File: src/design/tachy_pacing_pkg.sv
// Shared types and constants for the tachycardia pacing burst scheduler
package tachy_pacing_pkg;

  // ******************************************************************
  // Timing
  // ******************************************************************
  localparam int CLK_PERIOD_NS = 40;
  localparam int TENTH_MS_NS = 100000;
  // Cycles per 0.1 ms; rounds down so the tick never runs slow
  localparam int TENTH_CYCLES = TENTH_MS_NS / CLK_PERIOD_NS;
  localparam logic [13:0] TENTHS_PER_MS = 14'h00a;
  localparam logic [9:0] MS_PER_SEC = 10'h3e8;
  localparam logic [11:0] SEC_SATURATE = 12'hfff;

  // ******************************************************************
  // Limits and codes
  // ******************************************************************
  localparam logic [2:0] MAX_SHOCKS = 3'h5;
  localparam logic [4:0] MAX_ENERGY_CODE = 5'h12;
  localparam logic [19:0] PCT_DIVISOR = 20'h00064;
  localparam logic [1:0] ZONE_LOW = 2'h0;
  localparam logic [1:0] ZONE_MID = 2'h1;
  localparam logic [1:0] ZONE_HIGH = 2'h2;
  localparam logic [1:0] ZONE_NONE = 2'h3;

  // ******************************************************************
  // Types
  // ******************************************************************
  typedef enum logic [2:0] {
    ST_IDLE = 3'h0,
    ST_COUPLE = 3'h1,
    ST_PACE = 3'h3,
    ST_WAIT = 3'h2,
    ST_SHOCK = 3'h6
  } sched_state_type;

  typedef enum logic [1:0] {
    KIND_BURST = 2'h0,
    KIND_RAMP = 2'h1,
    KIND_RAMP_SCAN = 2'h3,
    KIND_SCAN = 2'h2
  } scheme_kind_type;

  // One pacing scheme; bursts of zero means Off
  typedef struct packed {
    logic [4:0] bursts;
    logic [4:0] init_pulses;
    logic [2:0] pulse_inc;
    logic [4:0] max_pulses;
    logic [4:0] ramp_step;
    logic [4:0] scan_step;
    logic [4:0] delay_step;
    logic [8:0] min_interval;
    logic cl_adaptive;
    logic [9:0] cl_value;
    logic delay_adaptive;
    logic [9:0] delay_value;
  } scheme_cfg_type;

  // Per-zone settings; timeout in seconds, zero means Off
  typedef struct packed {
    scheme_cfg_type scheme;
    logic [11:0] timeout;
    logic [4:0] shock1_energy;
    logic [4:0] shock2_energy;
  } zone_cfg_type;

  // Common pacing output: width in 0.1 ms, amplitude code
  typedef struct packed {
    logic [4:0] width;
    logic [1:0] amplitude;
  } pace_cfg_type;

  // Global shock waveform selection
  typedef struct packed {
    logic biphasic;
    logic reversed;
  } shock_cfg_type;

endpackage

File: src/design/interval_calc.sv
// Interval calculator: fresh or stepped value, held at the minimum
`timescale 1ns/10ps
`default_nettype none
module interval_calc (
  // Selection
  input wire logic fresh_in,
  input wire logic adaptive_in,
  // Operands
  input wire logic [9:0] setting_in,
  input wire logic [9:0] avg_in,
  input wire logic [9:0] base_in,
  input wire logic [4:0] step_in,
  input wire logic [8:0] min_in,
  // Result
  output logic [9:0] value_out
);
  import tachy_pacing_pkg::*;

  logic [19:0] product;
  logic [19:0] quotient;
  logic [9:0] fresh_value;
  logic [9:0] stepped_value;
  logic [9:0] raw_value;

  // Percent of the four-cycle average, or a fixed value in ms
  always_comb begin
    product = 20'(setting_in) * 20'(avg_in);
    quotient = product / PCT_DIVISOR;
    fresh_value = adaptive_in ? quotient[9:0] : setting_in;
    stepped_value = (base_in > 10'(step_in)) ? base_in - 10'(step_in) : 10'h000;
    raw_value = fresh_in ? fresh_value : stepped_value;
    // Floor at the minimum; once there, further steps stay there
    value_out = (raw_value < 10'(min_in)) ? 10'(min_in) : raw_value;
  end
endmodule // interval_calc
`default_nettype wire

File: src/design/tachy_pacing_therapy.sv
// Burst scheduler for tachycardia pacing with time-out and shock selection
// Overview of operation
// - Ramp shortens each paced interval inside a burst by the ramp step, 0-30 ms.
// - Later ramp bursts start the ramp from that burst's freshly computed cycle length.
// - Nonzero ramp step with zero scan and delay steps means a pure ramp.
// - Scan: each burst's cycle length is the previous minus the scan step.
// - With a nonzero scan or delay step, adaptive values are not recomputed after redetection.
// - Ramp and scan both nonzero: ramp bursts whose start length scans down.
// - Cycle length and delay never go below the minimum interval, 120-400 ms.
// - Minimum clamp is judged separately for delay and for cycle length.
// - Each scheme has its own burst count 1-30; Off disables it.
// - First burst holds the initial pulse count, 1-30.
// - Each later burst adds the pulse increment, 0-5.
// - Maximum pulse count caps bursts, only when the increment is nonzero.
// - One pulse width and amplitude serve all schemes and zones.
// - Each pacing zone has a time-out; lowest zone's is at least the middle's (not applied when the middle's is Off).
// - Time-out timer runs from first burst until shock or episode end, saturating past expiry.
// - After redetection, a reached time-out bars further bursts this episode.
// - Time-out never cuts short a burst in progress.
// - After time-out, shocks follow only once detection criteria hold again.
// - After any shock, no further pacing in the episode.
// - One elapsed timer is compared to both lower zones' time-outs.
// - At most five shocks; first two energies per zone, rest at maximum.
// - Shocks fire on a sensed event with one global waveform and polarity.
// - Adaptive values are a percent of the four-cycle average, else fixed ms.
// - Delay step shortens the first-pulse delay from burst to burst.
`timescale 1ns/10ps
`default_nettype none
module tachy_pacing_therapy #(
  parameter int TENTH_TICK_CYCLES = tachy_pacing_pkg::TENTH_CYCLES
) (
  // Clock and reset
  input wire logic SYS_CLK_IN,
  input wire logic RESET_IN,
  // Detection side
  input wire logic REDETECT_IN,
  input wire logic [1:0] ZONE_IN,
  input wire logic SENSE_IN,
  input wire logic EPISODE_END_IN,
  input wire logic [9:0] AVG_CYCLE_IN,
  // Programmed settings
  input wire tachy_pacing_pkg::zone_cfg_type ZONE_CFG_IN [3],
  input wire tachy_pacing_pkg::pace_cfg_type PACE_CFG_IN,
  input wire tachy_pacing_pkg::shock_cfg_type SHOCK_CFG_IN,
  // Pacing output stage
  output logic PACE_OUT,
  output logic [1:0] PACE_AMP_OUT,
  output logic BURST_ACTIVE_OUT,
  output tachy_pacing_pkg::scheme_kind_type SCHEME_KIND_OUT,
  output logic [4:0] BURST_INDEX_OUT,
  // Shock output stage
  output logic SHOCK_PENDING_OUT,
  output logic SHOCK_FIRE_OUT,
  output logic [4:0] SHOCK_ENERGY_OUT,
  output tachy_pacing_pkg::shock_cfg_type SHOCK_WAVE_OUT,
  output logic [2:0] SHOCK_COUNT_OUT,
  // Status
  output logic [11:0] TIMER_SEC_OUT,
  output logic PACING_BARRED_OUT
);
  import tachy_pacing_pkg::*;

  // ******************************************************************
  // State
  // ******************************************************************
  sched_state_type state, next_state;
  scheme_cfg_type cfg, next_cfg;
  scheme_kind_type kind, next_kind;
  logic [1:0] zone, next_zone;
  logic [4:0] burst_idx, next_burst_idx;
  logic [5:0] pulses, next_pulses;
  logic [5:0] pulses_left, next_pulses_left;
  logic [9:0] cl_start, next_cl_start;
  logic [9:0] delay, next_delay;
  logic [9:0] cur_interval, next_cur_interval;
  logic [13:0] ivl_cnt, next_ivl_cnt;
  logic [4:0] width_cnt, next_width_cnt;
  logic [1:0] amp, next_amp;
  logic [2:0] shock_count, next_shock_count;
  logic shocked, next_shocked;
  logic [4:0] energy, next_energy;
  logic fire, next_fire;
  logic start_q, next_start_q;
  logic pace_on, next_pace_on;
  logic [11:0] tenth_cnt, next_tenth_cnt;
  logic [3:0] ms_sub, next_ms_sub;
  logic [9:0] ms_cnt, next_ms_cnt;
  logic [11:0] sec_cnt, next_sec_cnt;
  logic timer_run, next_timer_run;
  logic timer_started, next_timer_started;

  // Decision helpers
  logic tenth;
  logic [1:0] zsel;
  zone_cfg_type zc;
  logic new_zone;
  logic [4:0] idx;
  logic fresh;
  logic [11:0] eff_timeout;
  logic timed_out;
  logic pace_ok;
  logic launch;
  logic launch_first;
  logic timer_go;
  logic [5:0] grown;
  logic [9:0] cl_calc_value;
  logic [9:0] delay_calc_value;
  logic [9:0] ramp_value;

  // ******************************************************************
  // Interval arithmetic
  // ******************************************************************
  // Cycle length and delay have their own clamps so each saturates alone
  interval_calc cl_calc (
    .fresh_in(fresh),
    .adaptive_in(zc.scheme.cl_adaptive),
    .setting_in(zc.scheme.cl_value),
    .avg_in(AVG_CYCLE_IN),
    .base_in(cl_start),
    .step_in(zc.scheme.scan_step),
    .min_in(zc.scheme.min_interval),
    .value_out(cl_calc_value)
  );

  interval_calc delay_calc (
    .fresh_in(fresh),
    .adaptive_in(zc.scheme.delay_adaptive),
    .setting_in(zc.scheme.delay_value),
    .avg_in(AVG_CYCLE_IN),
    .base_in(delay),
    .step_in(zc.scheme.delay_step),
    .min_in(zc.scheme.min_interval),
    .value_out(delay_calc_value)
  );

  // Ramp runs on the latched scheme, never fresh
  interval_calc ramp_calc (
    .fresh_in(1'b0),
    .adaptive_in(1'b0),
    .setting_in(10'h000),
    .avg_in(10'h000),
    .base_in(cur_interval),
    .step_in(cfg.ramp_step),
    .min_in(cfg.min_interval),
    .value_out(ramp_value)
  );

  // ******************************************************************
  // Decision terms
  // ******************************************************************
  always_comb begin
    tenth = (tenth_cnt == 12'(TENTH_TICK_CYCLES - 1));
    zsel = (ZONE_IN > ZONE_HIGH) ? ZONE_HIGH : ZONE_IN;
    zc = ZONE_CFG_IN[zsel];
    new_zone = (zsel != zone);
    idx = new_zone ? 5'h00 : burst_idx;
    // Fresh values only for a first burst or when no scan or delay step is set
    fresh = (idx == 5'h00) || ((zc.scheme.scan_step == 5'h00) &&
            (zc.scheme.delay_step == 5'h00));
    // Lowest zone never times out before the middle zone unless the middle zone's time-out is Off
    eff_timeout = zc.timeout;
    if ((zsel == ZONE_LOW) && (zc.timeout != 12'h000) &&
        (zc.timeout < ZONE_CFG_IN[ZONE_MID].timeout)) begin
      eff_timeout = ZONE_CFG_IN[ZONE_MID].timeout;
    end
    // One shared timer against each zone's own limit
    timed_out = (eff_timeout != 12'h000) && (sec_cnt >= eff_timeout);
    // Burst count Off or used up, shocked, or timed out: no pacing
    pace_ok = (zsel != ZONE_HIGH) && !shocked && !timed_out &&
              (zc.scheme.bursts != 5'h00) && (idx < zc.scheme.bursts);
    // Pulse count grows by the increment, capped only if it is nonzero
    grown = pulses + 6'(zc.scheme.pulse_inc);
    if (grown > 6'(zc.scheme.max_pulses)) begin
      grown = 6'(zc.scheme.max_pulses);
    end
    launch_first = (state == ST_COUPLE) && tenth && (ivl_cnt <= 14'h0001);
    launch = launch_first || ((state == ST_PACE) && tenth &&
             (pulses_left != 6'h00) && (ivl_cnt <= 14'h0001));
  end

  // ******************************************************************
  // Therapy sequencing
  // ******************************************************************
  always_comb begin
    next_state = state;
    next_cfg = cfg;
    next_kind = kind;
    next_zone = zone;
    next_burst_idx = burst_idx;
    next_pulses = pulses;
    next_pulses_left = pulses_left;
    next_cl_start = cl_start;
    next_delay = delay;
    next_cur_interval = cur_interval;
    next_ivl_cnt = ivl_cnt;
    next_width_cnt = width_cnt;
    next_amp = amp;
    next_shock_count = shock_count;
    next_shocked = shocked;
    next_energy = energy;
    next_fire = 1'b0;
    next_start_q = 1'b0;
    timer_go = 1'b0;
    case (state)
      ST_IDLE, ST_WAIT: begin
        // Therapy moves only on a fresh redetection
        if (REDETECT_IN && pace_ok) begin
          next_state = ST_COUPLE;
          next_zone = zsel;
          next_cfg = zc.scheme;
          next_burst_idx = idx + 5'h01;
          next_start_q = 1'b1;
          next_cl_start = cl_calc_value;
          next_delay = delay_calc_value;
          next_ivl_cnt = 14'(delay_calc_value) * TENTHS_PER_MS;
          if (idx == 5'h00 || zc.scheme.pulse_inc == 3'h0) begin
            next_pulses = 6'(zc.scheme.init_pulses);
          end else begin
            next_pulses = grown;
          end
          // Scheme class from the three steps
          if (zc.scheme.ramp_step != 5'h00) begin
            next_kind = (zc.scheme.scan_step != 5'h00) ? KIND_RAMP_SCAN :
                        ((zc.scheme.delay_step == 5'h00) ? KIND_RAMP : KIND_SCAN);
          end else begin
            next_kind = (zc.scheme.scan_step != 5'h00 || zc.scheme.delay_step != 5'h00) ?
                        KIND_SCAN : KIND_BURST;
          end
        end else if (REDETECT_IN && shock_count < MAX_SHOCKS) begin
          // Skip remaining pacing and go to this zone's shocks
          next_state = ST_SHOCK;
          next_zone = zsel;
          if (shock_count == 3'h0) begin
            next_energy = zc.shock1_energy;
          end else if (shock_count == 3'h1) begin
            next_energy = zc.shock2_energy;
          end else begin
            next_energy = MAX_ENERGY_CODE;
          end
        end
      end
      ST_COUPLE: begin
        if (tenth && !launch) begin
          next_ivl_cnt = ivl_cnt - 14'h0001;
        end
      end
      ST_PACE: begin
        // Burst runs to its last pulse unless the episode ends; no time-out check here
        if (tenth) begin
          next_ivl_cnt = ivl_cnt - 14'h0001;
          if (width_cnt != 5'h00) begin
            next_width_cnt = width_cnt - 5'h01;
          end
        end
        if (pulses_left == 6'h00 && width_cnt == 5'h00) begin
          next_state = ST_WAIT;
        end
      end
      ST_SHOCK: begin
        // Fire on the sensed event with the global waveform
        if (SENSE_IN) begin
          next_fire = 1'b1;
          next_shock_count = shock_count + 3'h1;
          next_shocked = 1'b1;
          next_state = ST_WAIT;
        end
      end
      default: begin
        next_state = ST_IDLE;
      end
    endcase
    // Pulse launch: first pulse after coupling, later ones ramp down
    if (launch) begin
      next_state = ST_PACE;
      next_cur_interval = launch_first ? cl_start : ramp_value;
      next_ivl_cnt = 14'(next_cur_interval) * TENTHS_PER_MS;
      next_width_cnt = PACE_CFG_IN.width;
      next_amp = PACE_CFG_IN.amplitude;
      next_pulses_left = (launch_first ? pulses : pulses_left) - 6'h01;
      timer_go = launch_first;
    end
    // Episode end wins and clears state, zone, burst index, pulses left, width and shocks
    if (EPISODE_END_IN) begin
      next_state = ST_IDLE;
      next_zone = ZONE_NONE;
      next_burst_idx = 5'h00;
      next_pulses_left = 6'h00;
      next_width_cnt = 5'h00;
      // A shock firing on this same edge is still counted, so its set wins
      next_shock_count = {2'b00, next_fire};
      next_shocked = next_fire;
    end
    next_pace_on = (next_width_cnt != 5'h00);
  end

  // Registers of the sequencer
  always_ff @(posedge SYS_CLK_IN) begin
    if (RESET_IN) begin
      state <= ST_IDLE;
      cfg <= '0;
      kind <= KIND_BURST;
      zone <= ZONE_NONE;
      burst_idx <= 5'h00;
      pulses <= 6'h00;
      pulses_left <= 6'h00;
      cl_start <= 10'h000;
      delay <= 10'h000;
      cur_interval <= 10'h000;
      ivl_cnt <= 14'h0000;
      width_cnt <= 5'h00;
      amp <= 2'h0;
      shock_count <= 3'h0;
      shocked <= 1'b0;
      energy <= 5'h00;
      fire <= 1'b0;
      start_q <= 1'b0;
      pace_on <= 1'b0;
    end else begin
      state <= next_state;
      cfg <= next_cfg;
      kind <= next_kind;
      zone <= next_zone;
      burst_idx <= next_burst_idx;
      pulses <= next_pulses;
      pulses_left <= next_pulses_left;
      cl_start <= next_cl_start;
      delay <= next_delay;
      cur_interval <= next_cur_interval;
      ivl_cnt <= next_ivl_cnt;
      width_cnt <= next_width_cnt;
      amp <= next_amp;
      shock_count <= next_shock_count;
      shocked <= next_shocked;
      energy <= next_energy;
      fire <= next_fire;
      start_q <= next_start_q;
      pace_on <= next_pace_on;
    end
  end

  // ******************************************************************
  // Time base and time-out timer
  // ******************************************************************
  // Starts at the first burst; stops on shock or episode end
  always_comb begin
    next_tenth_cnt = tenth ? 12'h000 : tenth_cnt + 12'h001;
    next_ms_sub = ms_sub;
    next_ms_cnt = ms_cnt;
    next_sec_cnt = sec_cnt;
    next_timer_run = timer_run;
    next_timer_started = timer_started;
    if (timer_go && !timer_started && !shocked) begin
      next_timer_run = 1'b1;
      next_timer_started = 1'b1;
    end
    if (timer_run && tenth) begin
      next_ms_sub = (ms_sub == 4'(TENTHS_PER_MS - 14'h0001)) ? 4'h0 : ms_sub + 4'h1;
      if (ms_sub == 4'(TENTHS_PER_MS - 14'h0001)) begin
        next_ms_cnt = (ms_cnt == MS_PER_SEC - 10'h001) ? 10'h000 : ms_cnt + 10'h001;
        // Saturate rather than wrap so a reached time-out stays reached
        if (ms_cnt == MS_PER_SEC - 10'h001 && sec_cnt != SEC_SATURATE) begin
          next_sec_cnt = sec_cnt + 12'h001;
        end
      end
    end
    if (next_fire) begin
      next_timer_run = 1'b0;
    end
    if (EPISODE_END_IN) begin
      next_timer_run = 1'b0;
      next_timer_started = 1'b0;
      next_ms_sub = 4'h0;
      next_ms_cnt = 10'h000;
      next_sec_cnt = 12'h000;
    end
  end

  // Registers of the time base
  always_ff @(posedge SYS_CLK_IN) begin
    if (RESET_IN) begin
      tenth_cnt <= 12'h000;
      ms_sub <= 4'h0;
      ms_cnt <= 10'h000;
      sec_cnt <= 12'h000;
      timer_run <= 1'b0;
      timer_started <= 1'b0;
    end else begin
      tenth_cnt <= next_tenth_cnt;
      ms_sub <= next_ms_sub;
      ms_cnt <= next_ms_cnt;
      sec_cnt <= next_sec_cnt;
      timer_run <= next_timer_run;
      timer_started <= next_timer_started;
    end
  end

  // ******************************************************************
  // Outputs
  // ******************************************************************
  assign PACE_OUT = pace_on;
  assign PACE_AMP_OUT = amp;
  assign BURST_ACTIVE_OUT = (state == ST_COUPLE) || (state == ST_PACE);
  assign SCHEME_KIND_OUT = kind;
  assign BURST_INDEX_OUT = burst_idx;
  assign SHOCK_PENDING_OUT = (state == ST_SHOCK);
  assign SHOCK_FIRE_OUT = fire;
  assign SHOCK_ENERGY_OUT = energy;
  assign SHOCK_WAVE_OUT = SHOCK_CFG_IN;
  assign SHOCK_COUNT_OUT = shock_count;
  assign TIMER_SEC_OUT = sec_cnt;
  assign PACING_BARRED_OUT = shocked;
endmodule // tachy_pacing_therapy
`default_nettype wire

File: config.mk
export PLATFORM = sky130hd
export DESIGN_NAME = tachy_pacing_therapy
export DESIGN_NICKNAME = d
export VERILOG_FILES = /design/src/design/tachy_pacing_pkg.sv /design/src/design/interval_calc.sv /design/src/design/tachy_pacing_therapy.sv
export SDC_FILE = /design/constraint.sdc
export NUM_CORES = 1
export LEC_CHECK = 0
export ABC_CLOCK_PERIOD_IN_PS = 22100
export BUFFER_PORTS_ARGS = -buffer_cell sky130_fd_sc_hd__clkbuf_2
export CORE_UTILIZATION = 60
export CTS_CLUSTER_DIAMETER = 100
export DETAILED_ROUTE_END_ITERATION = 10
export HOLD_SLACK_MARGIN = 0.06
export PLACE_DENSITY = 0.82
export SLEW_MARGIN = 40
export SYNTH_ARGS = -nofsm -noshare
export SYNTH_HDL_FRONTEND = slang
export SYNTH_SLANG_ARGS = --single-unit
File: constraint.sdc
create_clock -name SYS_CLK_IN -period 22.1 [get_ports SYS_CLK_IN]
set_input_delay 0 -clock SYS_CLK_IN [delete_from_list [all_inputs] [get_ports SYS_CLK_IN]]
set_output_delay 0 -clock SYS_CLK_IN [all_outputs]
set_load 0.05 [all_outputs]
# Yosys cells after proc, flatten, opt, wreduce, memory -nomap -nowiden
# Index checks and enable logic that the tools add are counted.
# word_totals
regBits,140
inputBits,284
elab_cells,213
# classes
n_addsub,13
multipliers,4
div,2
n_lt_le_gt_ge,14
eq_ne,24
mux,55
bitwise,3
n_reduce_logical,70
# ops
cell,count
binary-select mux 86 bit (select 2 bit),1
two-way mux 86 bit,2
two-way mux 10 bit,12
two-way mux 14 bit,4
one-hot mux 14 bit (3 select lines),1
divider 20 x 7 -> 20 bit (second input constant),2
multiplier 10 x 10 -> 20 bit,2
two-way mux 5 bit,8
greater-than comparator 10 x 5 -> 1 bit,3
< comparator 10 x 9 -> 1 bit,3
nonzero test 5 bit,6
subtractor 10 x 5 -> 10 bit,3
multiplier 10 x 3 -> 13 bit (second input constant),2
adder 12 x 1 -> 12 bit (second input constant),2
nonzero test 12 bit,2
logical AND 1 bit,21
zero test 5 bit,4
two-way mux 6 bit,3
two-way mux 2 bit,8
AND reduction 4 bit,4
inequality test 3 bit (second input constant),5
less-or-equal comparator 14 x 1 -> 1 bit (second input constant),1
inequality test 2 bit (second input constant),7
subtractor 14 x 1 -> 14 bit (second input constant),1
44 further kinds,78

# Longest topological paths before layout
# Gate-level depths: netlist of the first run.
# depth
word_depth,20
depth_mapped,84

# By module
# A second synthesis of the first run with hierarchy kept.
# hier_totals
cells_unflattened,4542
area_unflattened_um2,34679.5
# by_module_without_submodules
mod,n_inst,cells_per_inst,area_each_um2
interval_calc (cl_calc ...),2,1077,8059.0
tachy_pacing_therapy,1,1322,10592.7
interval_calc (delay_calc),1,1066,7968.9

# Worst setup path after synthesis of the first run
# OpenSTA, ideal clock, no wires.
# synth_timing
kind,input-to-reg
from,input port ZONE_IN[0]
to,register ivl_cnt[12]
setup_time_ns,0.086
arrival_ns,18.724
required_time_ns,22.014
path_slack_ns,3.291
cell_stages,81
path_cell_list,clkbuf_1 > clkbuf_1 > buf_1 > buf_1 > buf_1 > buf_1 > mux2i_1 > nor2_1 > a21oi_1 > clkbuf_1 > nor2b_1 > fa_1 > inv_1 > fa_1 > inv_1 > fa_1 > inv_1 > fa_1 > [... 45 more ...] > a211oi_1 > a21boi_1 > buf_2 > mux2i_1 > inv_1 > ha_1 > ha_1 > fa_1 > a21o_1 > a21oi_1 > o21bai_1 > a21oi_1 > o21bai_1 > a21oi_1 > xor2_1 > o211ai_1 > o21ai_0 > a211oi_1
# synth_lines
element,line_no,text
"start, declared",tachy_pacing_therapy.sv:37,"input wire logic [1:0] ZONE_IN,"
greater-than comparator 2 bit,tachy_pacing_therapy.sv:153,zsel = (ZONE_IN > ZONE_HIGH) ? ZONE_HIGH : ZONE_IN;
two-way mux 2 bit *,tachy_pacing_therapy.sv:153,
NOT 2 -> 3 bit (not written as such),tachy_pacing_therapy.sv:154,zc = ZONE_CFG_IN[zsel];
binary-select mux 86 bit (select 2 bit),tachy_pacing_therapy.sv:154,
two-way mux 86 bit (not written as such) (2 in series),tachy_pacing_therapy.sv:154,
multiplier 10 x 10 -> 20 bit (tied with other cells),interval_calc.sv:27,product = 20'(setting_in) * 20'(avg_in);
divider 20 x 7 -> 20 bit / logical AND 1 bit (equally long branches),"interval_calc.sv:28, tachy_pacing_therapy.sv:158",
two-way mux 10 bit / logical OR 1 bit (equally long branches),"interval_calc.sv:29, tachy_pacing_therapy.sv:158",
two-way mux 10 bit,interval_calc.sv:31,raw_value = fresh_in ? fresh_value : stepped_value;
< comparator 10 x 9 -> 1 bit,interval_calc.sv:33,value_out = (raw_value < 10'(min_in)) ? 10'(min_in) : raw_value;
two-way mux 10 bit *,interval_calc.sv:33,
net delay_calc.value_out[1],interval_calc.sv:15,output logic [9:0] value_out
multiplier 10 x 3 -> 13 bit *,tachy_pacing_therapy.sv:215,next_ivl_cnt = 14'(delay_calc_value) * TENTHS_PER_MS;
two-way mux 14 bit *,tachy_pacing_therapy.sv:207,if (REDETECT_IN && pace_ok) begin
one-hot mux 14 bit (3 select lines) *,tachy_pacing_therapy.sv:204,case (state)
two-way mux 14 bit *,tachy_pacing_therapy.sv:273,if (launch) begin
"end signal, assigned",tachy_pacing_therapy.sv:329,ivl_cnt <= next_ivl_cnt;
"end, declared",tachy_pacing_therapy.sv:76,"logic [13:0] ivl_cnt, next_ivl_cnt;"
# Mark *: on every way through the listed nets, which the timed path passes. The rest lies on a longest branch. The select of a mux whose other input is x is not followed.
# A chain may end at the register's enable or synchronous reset.

# Worst setup path after layout of the first run
# Ends and elaborated chain as after synthesis.

==> impl_metrics.prom, run 1 <==
# TYPE chip_impl_metric gauge
chip_impl_metric{name="critical-path-max-stage-delay",unit="ns"} 0.68
chip_impl_info{name="ys_top_cells_by_area",value="sky130_fd_sc_hd__ha_1, sky130_fd_sc_hd__dfxtp_1, sky130_fd_sc_hd__fa_1"} 1
chip_impl_metric{name="floorplan.io_pins",unit=""} 320
chip_impl_metric{name="cts-buffers-inserted",unit=""} 17
chip_impl_metric{name="timing.hold.worst_path_depth",unit=""} 5
chip_impl_metric{name="drv_slew",unit=""} 0
chip_impl_info{name="cts_tree",value="yes"} 1
chip_impl_metric{name="yosysUniqueCellTypes",unit=""} 129
chip_impl_info{name="worst_path_max_delay_cell",value="sky130_fd_sc_hd__a21oi_1"} 1
chip_impl_metric{name="synth_async_reset_ratio",unit=""} 0
chip_impl_info{name="synth_area_leader_cell",value="sky130_fd_sc_hd__ha_1"} 1
chip_impl_info{name="hold_start",value="ZONE_CFG_IN[77]"} 1
chip_impl_metric{name="grt_max_degree",unit=""} 104
chip_impl_metric{name="fp.coreArea",unit="mm2"} 0.0422
chip_impl_info{name="r2r-start",value="cfg[43]"} 1
chip_impl_metric{name="route.final.wire_length",unit="mm"} 72.5
chip_impl_metric{name="worstSkewPairLatency",unit="ns"} 0.44
chip_impl_metric{name="drt-pass1-iter-count",unit=""} 6
chip_impl_info{name="setup_repair_after_global_routing_missed_its_margin",value="no"} 1
chip_impl_metric{name="tightest_slew",unit="ns"} 0.865
chip_impl_metric{name="drv_cap",unit=""} 0
chip_impl_metric{name="cts_setup_buffers",unit=""} 0
chip_impl_metric{name="final_cell_area",unit="mm2"} 0.0287
chip_impl_metric{name="drt-wirelength-per-cell",unit="um"} 17.2
chip_impl_metric{name="fin_crit",unit="ns"} 19.39
chip_impl_info{name="outcome",value="finished clean"} 1
chip_impl_metric{name="place_area",unit="mm2"} 0.0277
chip_impl_metric{name="yosys_warnings",unit=""} 0
chip_impl_metric{name="drive_above_1_share",unit=""} 0.146
chip_impl_metric{name="h-tree-depth",unit=""} 4
chip_impl_metric{name="critical_path_required",unit="ns"} 22.45
chip_impl_metric{name="syn_nets",unit=""} 4084
chip_impl_metric{name="fmaxAchievable",unit="GHz"} 0.0516
chip_impl_metric{name="global_route.overflow_total",unit=""} 0
chip_impl_metric{name="netlist.area_leader.share",unit=""} 0.110
chip_impl_metric{name="clock-sinks",unit=""} 140
chip_impl_metric{name="vias_in_the_first_global_route",unit=""} 24500
chip_impl_metric{name="worstPathArrival",unit="ns"} 19.74
chip_impl_metric{name="clk_pin_slew",unit="ns"} 0.06
chip_impl_metric{name="avgViaCountPerCell",unit=""} 6.24
chip_impl_metric{name="timing.reg2reg.worst_path_depth",unit=""} 35
chip_impl_metric{name="dieWidth",unit="um"} 210
chip_impl_info{name="critical_path_class",value="primary input to flip-flop"} 1
chip_impl_info{name="rr_endpoint",value="ivl_cnt[12]"} 1
chip_impl_metric{name="final_antenna_net_count",unit=""} 0
chip_impl_info{name="worstHoldPathType",value="primary input to flip-flop"} 1
chip_impl_metric{name="final_cycle_share",unit=""} 0.877
chip_impl_metric{name="starting_density_of_the_core",unit=""} 0.612
chip_impl_metric{name="fp.dieH",unit="um"} 210
chip_impl_info{name="cpMostUsedCell",value="sky130_fd_sc_hd__a21oi_1"} 1
chip_impl_metric{name="finalHoldViolCount",unit=""} 0
chip_impl_metric{name="drt_iter0_markers",unit=""} 2084
chip_impl_metric{name="final_cell_count_no_fill",unit=""} 4214
chip_impl_metric{name="synthCells",unit=""} 3442
chip_impl_metric{name="worst_clock_skew",unit="ns"} 0.0133
chip_impl_info{name="ys.flop_type",value="sky130_fd_sc_hd__dfxtp_1"} 1
chip_impl_metric{name="floorplan.rows",unit=""} 75
chip_impl_info{name="critPathCaptureType",value="flip-flop"} 1
chip_impl_metric{name="routed-via-count",unit=""} 26300
chip_impl_metric{name="postLayoutSetupSlackWorst",unit="ns"} 2.71
chip_impl_metric{name="ys_ff_latch",unit=""} 140
chip_impl_metric{name="grtUsageTotal",unit=""} 0.322
chip_impl_metric{name="io_buffer_count",unit=""} 315
chip_impl_metric{name="finalSetupTns",unit="ns"} 0
chip_impl_metric{name="post_synth.cell_area_avg",unit="um2"} 7.51
chip_impl_metric{name="design.die.area",unit="mm2"} 0.0439
chip_impl_metric{name="detailedPlace.worstSlack",unit="ns"} 1.91
chip_impl_info{name="root_buffer",value="sky130_fd_sc_hd__clkbuf_16"} 1
chip_impl_metric{name="grt_pass1_wl",unit="mm"} 119
chip_impl_info{name="cp-start-kind",value="primary input"} 1
chip_impl_metric{name="dp_cells",unit=""} 4153
chip_impl_metric{name="initial_antenna_violation_count",unit=""} 6
chip_impl_info{name="hold_end",value="pulses[1]"} 1
chip_impl_metric{name="setup_viol_count_final",unit=""} 0
chip_impl_metric{name="area_delta_synth_final",unit="%"} 10.9
chip_impl_metric{name="synth_sequential_area_ratio",unit=""} 0.108
chip_impl_metric{name="final_nets",unit=""} 4303
chip_impl_metric{name="ctsLongestPathBuffers",unit=""} 2
chip_impl_metric{name="synth_edf_count",unit=""} 0
chip_impl_metric{name="worst-r2r-setup-slack",unit="ns"} 13.91
chip_impl_metric{name="max-slew-margin-rel",unit=""} 0.423
chip_impl_metric{name="drcViolationCount",unit=""} 0
chip_impl_metric{name="gp_congestion",unit=""} 0.959
chip_impl_metric{name="netlist_area",unit="mm2"} 0.0259
chip_impl_metric{name="worstPathMaxFanout",unit=""} 50
chip_impl_metric{name="dp_hpwl",unit="mm"} 55.2
worst max-delay path: cells and delay by family:
family	cells	cell delay, ns
simple gates	13	3.29
fa+ha+maj	10	4.02
xor+xnor	4	1.10
buf+inv	3	0.66
compound gates	36	9.76
mux	3	0.85
placed cells by master, fill, tap and decap left out, types with 91 or more instances in the layout:
| cell type | instances |
|---|---|
| sky130_fd_sc_hd__mux2i_1 | 147 |
| sky130_fd_sc_hd__nor2_1 | 340 |
| sky130_fd_sc_hd__a21oi_1 | 269 |
| sky130_fd_sc_hd__nand2_1 | 339 |
| sky130_fd_sc_hd__clkbuf_2 | 313 |
| sky130_fd_sc_hd__fa_1 | 130 |
| sky130_fd_sc_hd__ha_1 | 228 |
| sky130_fd_sc_hd__dfxtp_1 | 140 |
| sky130_fd_sc_hd__nor2b_1 | 91 |
| sky130_fd_sc_hd__nor3_1 | 96 |
| sky130_fd_sc_hd__inv_1 | 217 |
| sky130_fd_sc_hd__o21ai_0 | 154 |
flip-flops by register name, summed over array words and instances, names as in the netlist, 10 cells and up:
register and cells:
cfg 14, cur_interval 10, tenth_cnt 12, ivl_cnt 14
delay 10, cl_start 10, TIMER_SEC_OUT 12, ms_cnt 10
through the flow:
| step | util | hold WS [ns] |
|---|---|---|
| global route | 0.679 | 0.108 |
| detailed placement | 0.655 | 0.000341 |
| global placement | 0.655 | 0.000341 |
| CTS | 0.677 | 0.0630 |
| floorplan | - | 0.140 |
| finish | 0.679 | 0.0698 |
repair_timing:
item,CTS,global route
hold endpoints to repair,27,0
gates resized for setup,0,0
endpoints found under the setup margin,0,0
hold buffers,27,0
cell families after synthesis:
logic type | synth area share
simple gates | 0.243
compound gates | 0.255
buf+inv | 0.0599
fa+ha+maj | 0.212
xor+xnor | 0.0584
mux | 0.0629
flops | 0.108
cells in the mapped netlist (9+ instances only):
library cell / count
sky130_fd_sc_hd__a2111oi_0: 9
sky130_fd_sc_hd__a211o_1: 13
sky130_fd_sc_hd__a211oi_1: 55
sky130_fd_sc_hd__a21o_1: 44
sky130_fd_sc_hd__a21oi_1: 276
sky130_fd_sc_hd__a22oi_1: 14
sky130_fd_sc_hd__a31oi_1: 25
sky130_fd_sc_hd__and2_1: 73
sky130_fd_sc_hd__and3_1: 28
sky130_fd_sc_hd__buf_1: 21
sky130_fd_sc_hd__buf_2: 20
sky130_fd_sc_hd__clkbuf_1: 128
sky130_fd_sc_hd__dfxtp_1: 140
sky130_fd_sc_hd__fa_1: 130
sky130_fd_sc_hd__ha_1: 228
sky130_fd_sc_hd__inv_1: 217
sky130_fd_sc_hd__mux2_2: 10
sky130_fd_sc_hd__mux2i_1: 147
sky130_fd_sc_hd__nand2_1: 340
sky130_fd_sc_hd__nand2b_1: 59
sky130_fd_sc_hd__nand3_1: 78
sky130_fd_sc_hd__nand3b_1: 9
sky130_fd_sc_hd__nand4_1: 30
sky130_fd_sc_hd__nor2_1: 341
sky130_fd_sc_hd__nor2b_1: 91
sky130_fd_sc_hd__nor3_1: 96
sky130_fd_sc_hd__nor4_1: 21
sky130_fd_sc_hd__o2111ai_1: 14
sky130_fd_sc_hd__o211a_1: 13
sky130_fd_sc_hd__o211ai_1: 42
sky130_fd_sc_hd__o21a_1: 30
sky130_fd_sc_hd__o21ai_0: 154
sky130_fd_sc_hd__o21ai_1: 20
sky130_fd_sc_hd__o21bai_1: 15
sky130_fd_sc_hd__o22ai_1: 15
sky130_fd_sc_hd__o31a_1: 20
sky130_fd_sc_hd__o31ai_1: 17
sky130_fd_sc_hd__or2_2: 15
sky130_fd_sc_hd__or3_1: 33
sky130_fd_sc_hd__or4_1: 9
sky130_fd_sc_hd__xnor2_1: 93
sky130_fd_sc_hd__xor2_1: 62
final cells by class:
type,count,area [um2]
Antenna cell,4,10.0
Inverter,218,818
Clock buffer,20,457
Multi-Input combinational cell,2907,21600
Tap cell,539,674
Fill cell,3586,13600
Timing Repair Buffer,377,2120
Sequential cell,140,2800
Clock inverter,9,185
metal layers:
metal / wire length [um] / vias to the layer above / share of wire / track usage
met5: 28 / - / 0.00039 / 0
met4: 2100 / 4 / 0.029 / 0.0999
met3: 5670 / 176 / 0.078 / 0.0495
met2: 33400 / 1074 / 0.46 / 0.538
met1: 31400 / 12300 / 0.43 / 0.428
li1: - / 12700 / - / -
how the worst max path moves through the flow:
| stage | startpoint | to | slack (ns) |
|---|---|---|---|
| floorplan | ZONE_IN[0] | ivl_cnt[12] | 3.29 |
| global placement | ZONE_IN[0] | ivl_cnt[12] | 2.27 |
| detailed placement | ZONE_IN[0] | ivl_cnt[12] | 1.91 |
| CTS | ZONE_IN[0] | ivl_cnt[12] | 2.28 |
| global route | ZONE_IN[0] | ivl_cnt[12] | 1.16 |
| finish | ZONE_IN[0] | ivl_cnt[12] | 2.71 |
Power of run 1 is not shown: default switching activity piles up to over one toggle a cycle in this logic, so the estimate is an artifact.
==> run 2, diff against run 1 <==
Settings changed: ABC_AREA set to 1, PLACE_DENSITY 0.82 to 0.83.
==> impl_metrics.prom, run 2 <==
# TYPE chip_impl_metric gauge
chip_impl_metric{name="worstPathMaxFanout",unit=""} 41
chip_impl_metric{name="final_cycle_share",unit=""} 0.700
chip_impl_metric{name="grt_max_degree",unit=""} 54
chip_impl_metric{name="starting_density_of_the_core",unit=""} 0.611
chip_impl_metric{name="floorplan.rows",unit=""} 72
chip_impl_metric{name="finalSetupTns",unit="ns"} 0
chip_impl_info{name="outcome",value="finished clean"} 1
chip_impl_metric{name="tightest_slew",unit="ns"} 0.826
chip_impl_metric{name="floorplan.io_pins",unit=""} 320
chip_impl_metric{name="post_synth.cell_area_avg",unit="um2"} 6.36
chip_impl_info{name="synth_area_leader_cell",value="sky130_fd_sc_hd__nand2_1"} 1
chip_impl_info{name="root_buffer",value="sky130_fd_sc_hd__clkbuf_16"} 1
chip_impl_info{name="worst_path_max_delay_cell",value="sky130_fd_sc_hd__fa_1"} 1
chip_impl_metric{name="dieWidth",unit="um"} 201
chip_impl_metric{name="drt-wirelength-per-cell",unit="um"} 15.7
chip_impl_metric{name="drt_iter0_markers",unit=""} 2300
chip_impl_metric{name="drcViolationCount",unit=""} 0
chip_impl_metric{name="netlist.area_leader.share",unit=""} 0.143
chip_impl_metric{name="ys_ff_latch",unit=""} 140
chip_impl_metric{name="initial_antenna_violation_count",unit=""} 6
chip_impl_metric{name="worstPathArrival",unit="ns"} 15.77
chip_impl_metric{name="yosys_warnings",unit=""} 0
chip_impl_metric{name="postLayoutSetupSlackWorst",unit="ns"} 6.62
chip_impl_metric{name="netlist_area",unit="mm2"} 0.0237
chip_impl_info{name="cpMostUsedCell",value="sky130_fd_sc_hd__nand2_1"} 1
chip_impl_metric{name="h-tree-depth",unit=""} 4
chip_impl_metric{name="grt_pass1_wl",unit="mm"} 117
chip_impl_metric{name="fin_crit",unit="ns"} 15.48
chip_impl_metric{name="cts-resized-gates",unit=""} 0
chip_impl_metric{name="synthCells",unit=""} 3718
chip_impl_metric{name="gp_congestion",unit=""} 1.01
chip_impl_metric{name="final_cell_count_no_fill",unit=""} 4564
chip_impl_metric{name="finalHoldViolCount",unit=""} 0
chip_impl_metric{name="critical_path_required",unit="ns"} 22.39
chip_impl_metric{name="syn_nets",unit=""} 4360
chip_impl_info{name="worstHoldPathType",value="primary input to flip-flop"} 1
chip_impl_info{name="critical_path_class",value="primary input to flip-flop"} 1
chip_impl_info{name="largest_registers_in_the_final_layout",value="cfg x14, ivl_cnt x14"} 1
chip_impl_metric{name="worst_clock_skew",unit="ns"} 0.00868
chip_impl_metric{name="grtUsageTotal",unit=""} 0.353
chip_impl_info{name="most_used_cells_in_the_layout_excluding_fill_and_tap_cells",value="sky130_fd_sc_hd__nand2_1, sky130_fd_sc_hd__inv_1, sky130_fd_sc_hd__nor2_1, sky130_fd_sc_hd__clkbuf_2, sky130_fd_sc_hd__a21oi_1"} 1
chip_impl_metric{name="synth_sequential_area_ratio",unit=""} 0.118
chip_impl_info{name="layout_commonest_cell",value="sky130_fd_sc_hd__nand2_1"} 1
chip_impl_metric{name="clock-sinks",unit=""} 140
chip_impl_metric{name="final_nets",unit=""} 4672
chip_impl_metric{name="groute.layer.met1.usage",unit=""} 0.458
chip_impl_metric{name="io_buffer_count",unit=""} 315
chip_impl_info{name="critPathCaptureType",value="flip-flop"} 1
chip_impl_metric{name="max-slew-margin-rel",unit=""} 0.450
chip_impl_metric{name="cts_setup_buffers",unit=""} 0
chip_impl_metric{name="drv_cap",unit=""} 0
chip_impl_metric{name="drt-pass1-iter-count",unit=""} 6
chip_impl_metric{name="grt.met3_usage",unit=""} 0.0612
chip_impl_info{name="post-synth-top-count-cell",value="sky130_fd_sc_hd__nand2_1"} 1
chip_impl_info{name="ys_top_cells_by_area",value="sky130_fd_sc_hd__nand2_1, sky130_fd_sc_hd__ha_1, sky130_fd_sc_hd__dfxtp_1"} 1
chip_impl_metric{name="n_fill_cell",unit=""} 3445
chip_impl_metric{name="ctsLongestPathBuffers",unit=""} 2
chip_impl_info{name="cts_tree",value="yes"} 1
chip_impl_metric{name="cts.hold.buffers_added",unit=""} 49
chip_impl_metric{name="avgViaCountPerCell",unit=""} 5.63
chip_impl_metric{name="cts-buffers-inserted",unit=""} 17
chip_impl_metric{name="fp.dieH",unit="um"} 201
chip_impl_metric{name="routed-via-count",unit=""} 25700
chip_impl_info{name="ys_top_cells_by_count",value="sky130_fd_sc_hd__nand2_1, sky130_fd_sc_hd__inv_1, sky130_fd_sc_hd__nor2_1"} 1
chip_impl_metric{name="yosysUniqueCellTypes",unit=""} 72
chip_impl_metric{name="fp.coreArea",unit="mm2"} 0.0387
chip_impl_metric{name="dp_cells",unit=""} 4480
chip_impl_metric{name="route.final.wire_length",unit="mm"} 71.5
chip_impl_metric{name="setup_viol_count_final",unit=""} 0
chip_impl_metric{name="drv_slew",unit=""} 0
chip_impl_metric{name="vias_in_the_first_global_route",unit=""} 24100
chip_impl_metric{name="groute.layer.met2.usage",unit=""} 0.586
chip_impl_metric{name="dp_hpwl",unit="mm"} 56.9
chip_impl_metric{name="final_antenna_net_count",unit=""} 0
chip_impl_info{name="ys.flop_type",value="sky130_fd_sc_hd__dfxtp_1"} 1
chip_impl_metric{name="clk_pin_slew",unit="ns"} 0.06
chip_impl_metric{name="critical-path-max-stage-delay",unit="ns"} 0.56
chip_impl_metric{name="drive_above_1_share",unit=""} 0.156
chip_impl_metric{name="detailedPlace.worstSlack",unit="ns"} 6.43
chip_impl_metric{name="synth_async_reset_ratio",unit=""} 0
chip_impl_metric{name="global_route.overflow_total",unit=""} 0
chip_impl_metric{name="area_delta_synth_final",unit="%"} 13.0
chip_impl_info{name="cp-start-kind",value="primary input"} 1
chip_impl_info{name="setup_repair_after_global_routing_missed_its_margin",value="no"} 1
chip_impl_info{name="grt_busiest_layer",value="met2"} 1
chip_impl_metric{name="worstSkewPairLatency",unit="ns"} 0.43
chip_impl_metric{name="fmaxAchievable",unit="GHz"} 0.0646
chip_impl_metric{name="design.die.area",unit="mm2"} 0.0402
chip_impl_metric{name="synth_edf_count",unit=""} 0
[run 2: changes by cell type in the layout (fill, tap and decap cells not counted), moves of 71 or more]
cell / previous run / this run
sky130_fd_sc_hd__inv_1: 217 / 577
sky130_fd_sc_hd__mux2i_1: 147 / 1
sky130_fd_sc_hd__nand2_1: 339 / 902
sky130_fd_sc_hd__nand2_2: 1 / 104
sky130_fd_sc_hd__nand3_1: 78 / 206
sky130_fd_sc_hd__nor2b_1: 91 / 0
sky130_fd_sc_hd__xnor2_1: 89 / 18
[run 2: cell type report]
cell class | count | area (um2) | area share
Multi-Input combinational cell | 2872 | 18100 | 0.678
Sequential cell | 140 | 2800 | 0.105
Inverter | 616 | 2310 | 0.0865
Timing Repair Buffer | 383 | 2210 | 0.0827
Tap cell | 518 | 648 | 0.0242
Clock buffer | 20 | 467 | 0.0175
Clock inverter | 11 | 165 | 0.00618
Antenna cell | 4 | 10.0 | 0.000374
[run 2: stage by stage]
stage               hold WS [ns]  area, um2   util
floorplan                  0.138      23700      -
global placement        0.000341      25600  0.661
detailed placement      0.000341      25600  0.661
CTS                       0.0606      26700  0.690
global route              0.0873      26700  0.690
finish                    0.0658      26700  0.690
[run 2: logic make-up (layout without fill, tap and decap cells)]
group | Yosys count | in the layout | synth area share
adder cells (fa/ha/maj) | 358 | 358 | 0.231
multiplexers | 1 | 1 | 0.000423
XOR/XNOR | 80 | 80 | 0.0322
AND/OR/NAND/NOR | 1797 | 1797 | 0.342
buffers and inverters | 706 | 1030 | 0.116
flip-flops | 140 | 140 | 0.118
other | 0 | 4 | 0
AO/OA/AOI/OAI | 636 | 636 | 0.160
[run 2: path summary, 6_finish.rpt]
check                                      start      endpoint  slack [ns]  cells past startpoint
worst min register to register      tenth_cnt[0]  tenth_cnt[0]        0.45                      1
worst max register to register           zone[1]   ivl_cnt[11]       15.22                     32
worst max-delay path                  ZONE_IN[1]   ivl_cnt[11]        6.62                     98
worst min-delay path            ZONE_CFG_IN[164]     pulses[2]        0.07                      5
[run 2: layer usage]
metal	share of wire	vias to the layer above
li1	-	12700
met3	0.087	172
met2	0.46	1132
met1	0.42	11700
met4	0.033	4
met5	0.00031	-
[run 2: worst max-delay path: cells and delay by family]
family / cells / cell delay [ns]
compound gates: 19 / 3.22
fa+ha+maj: 9 / 3.69
buf+inv: 9 / 1.70
xor+xnor: 2 / 0.42
simple gates: 59 / 6.65
Power of run 2 is left out for the same reason.
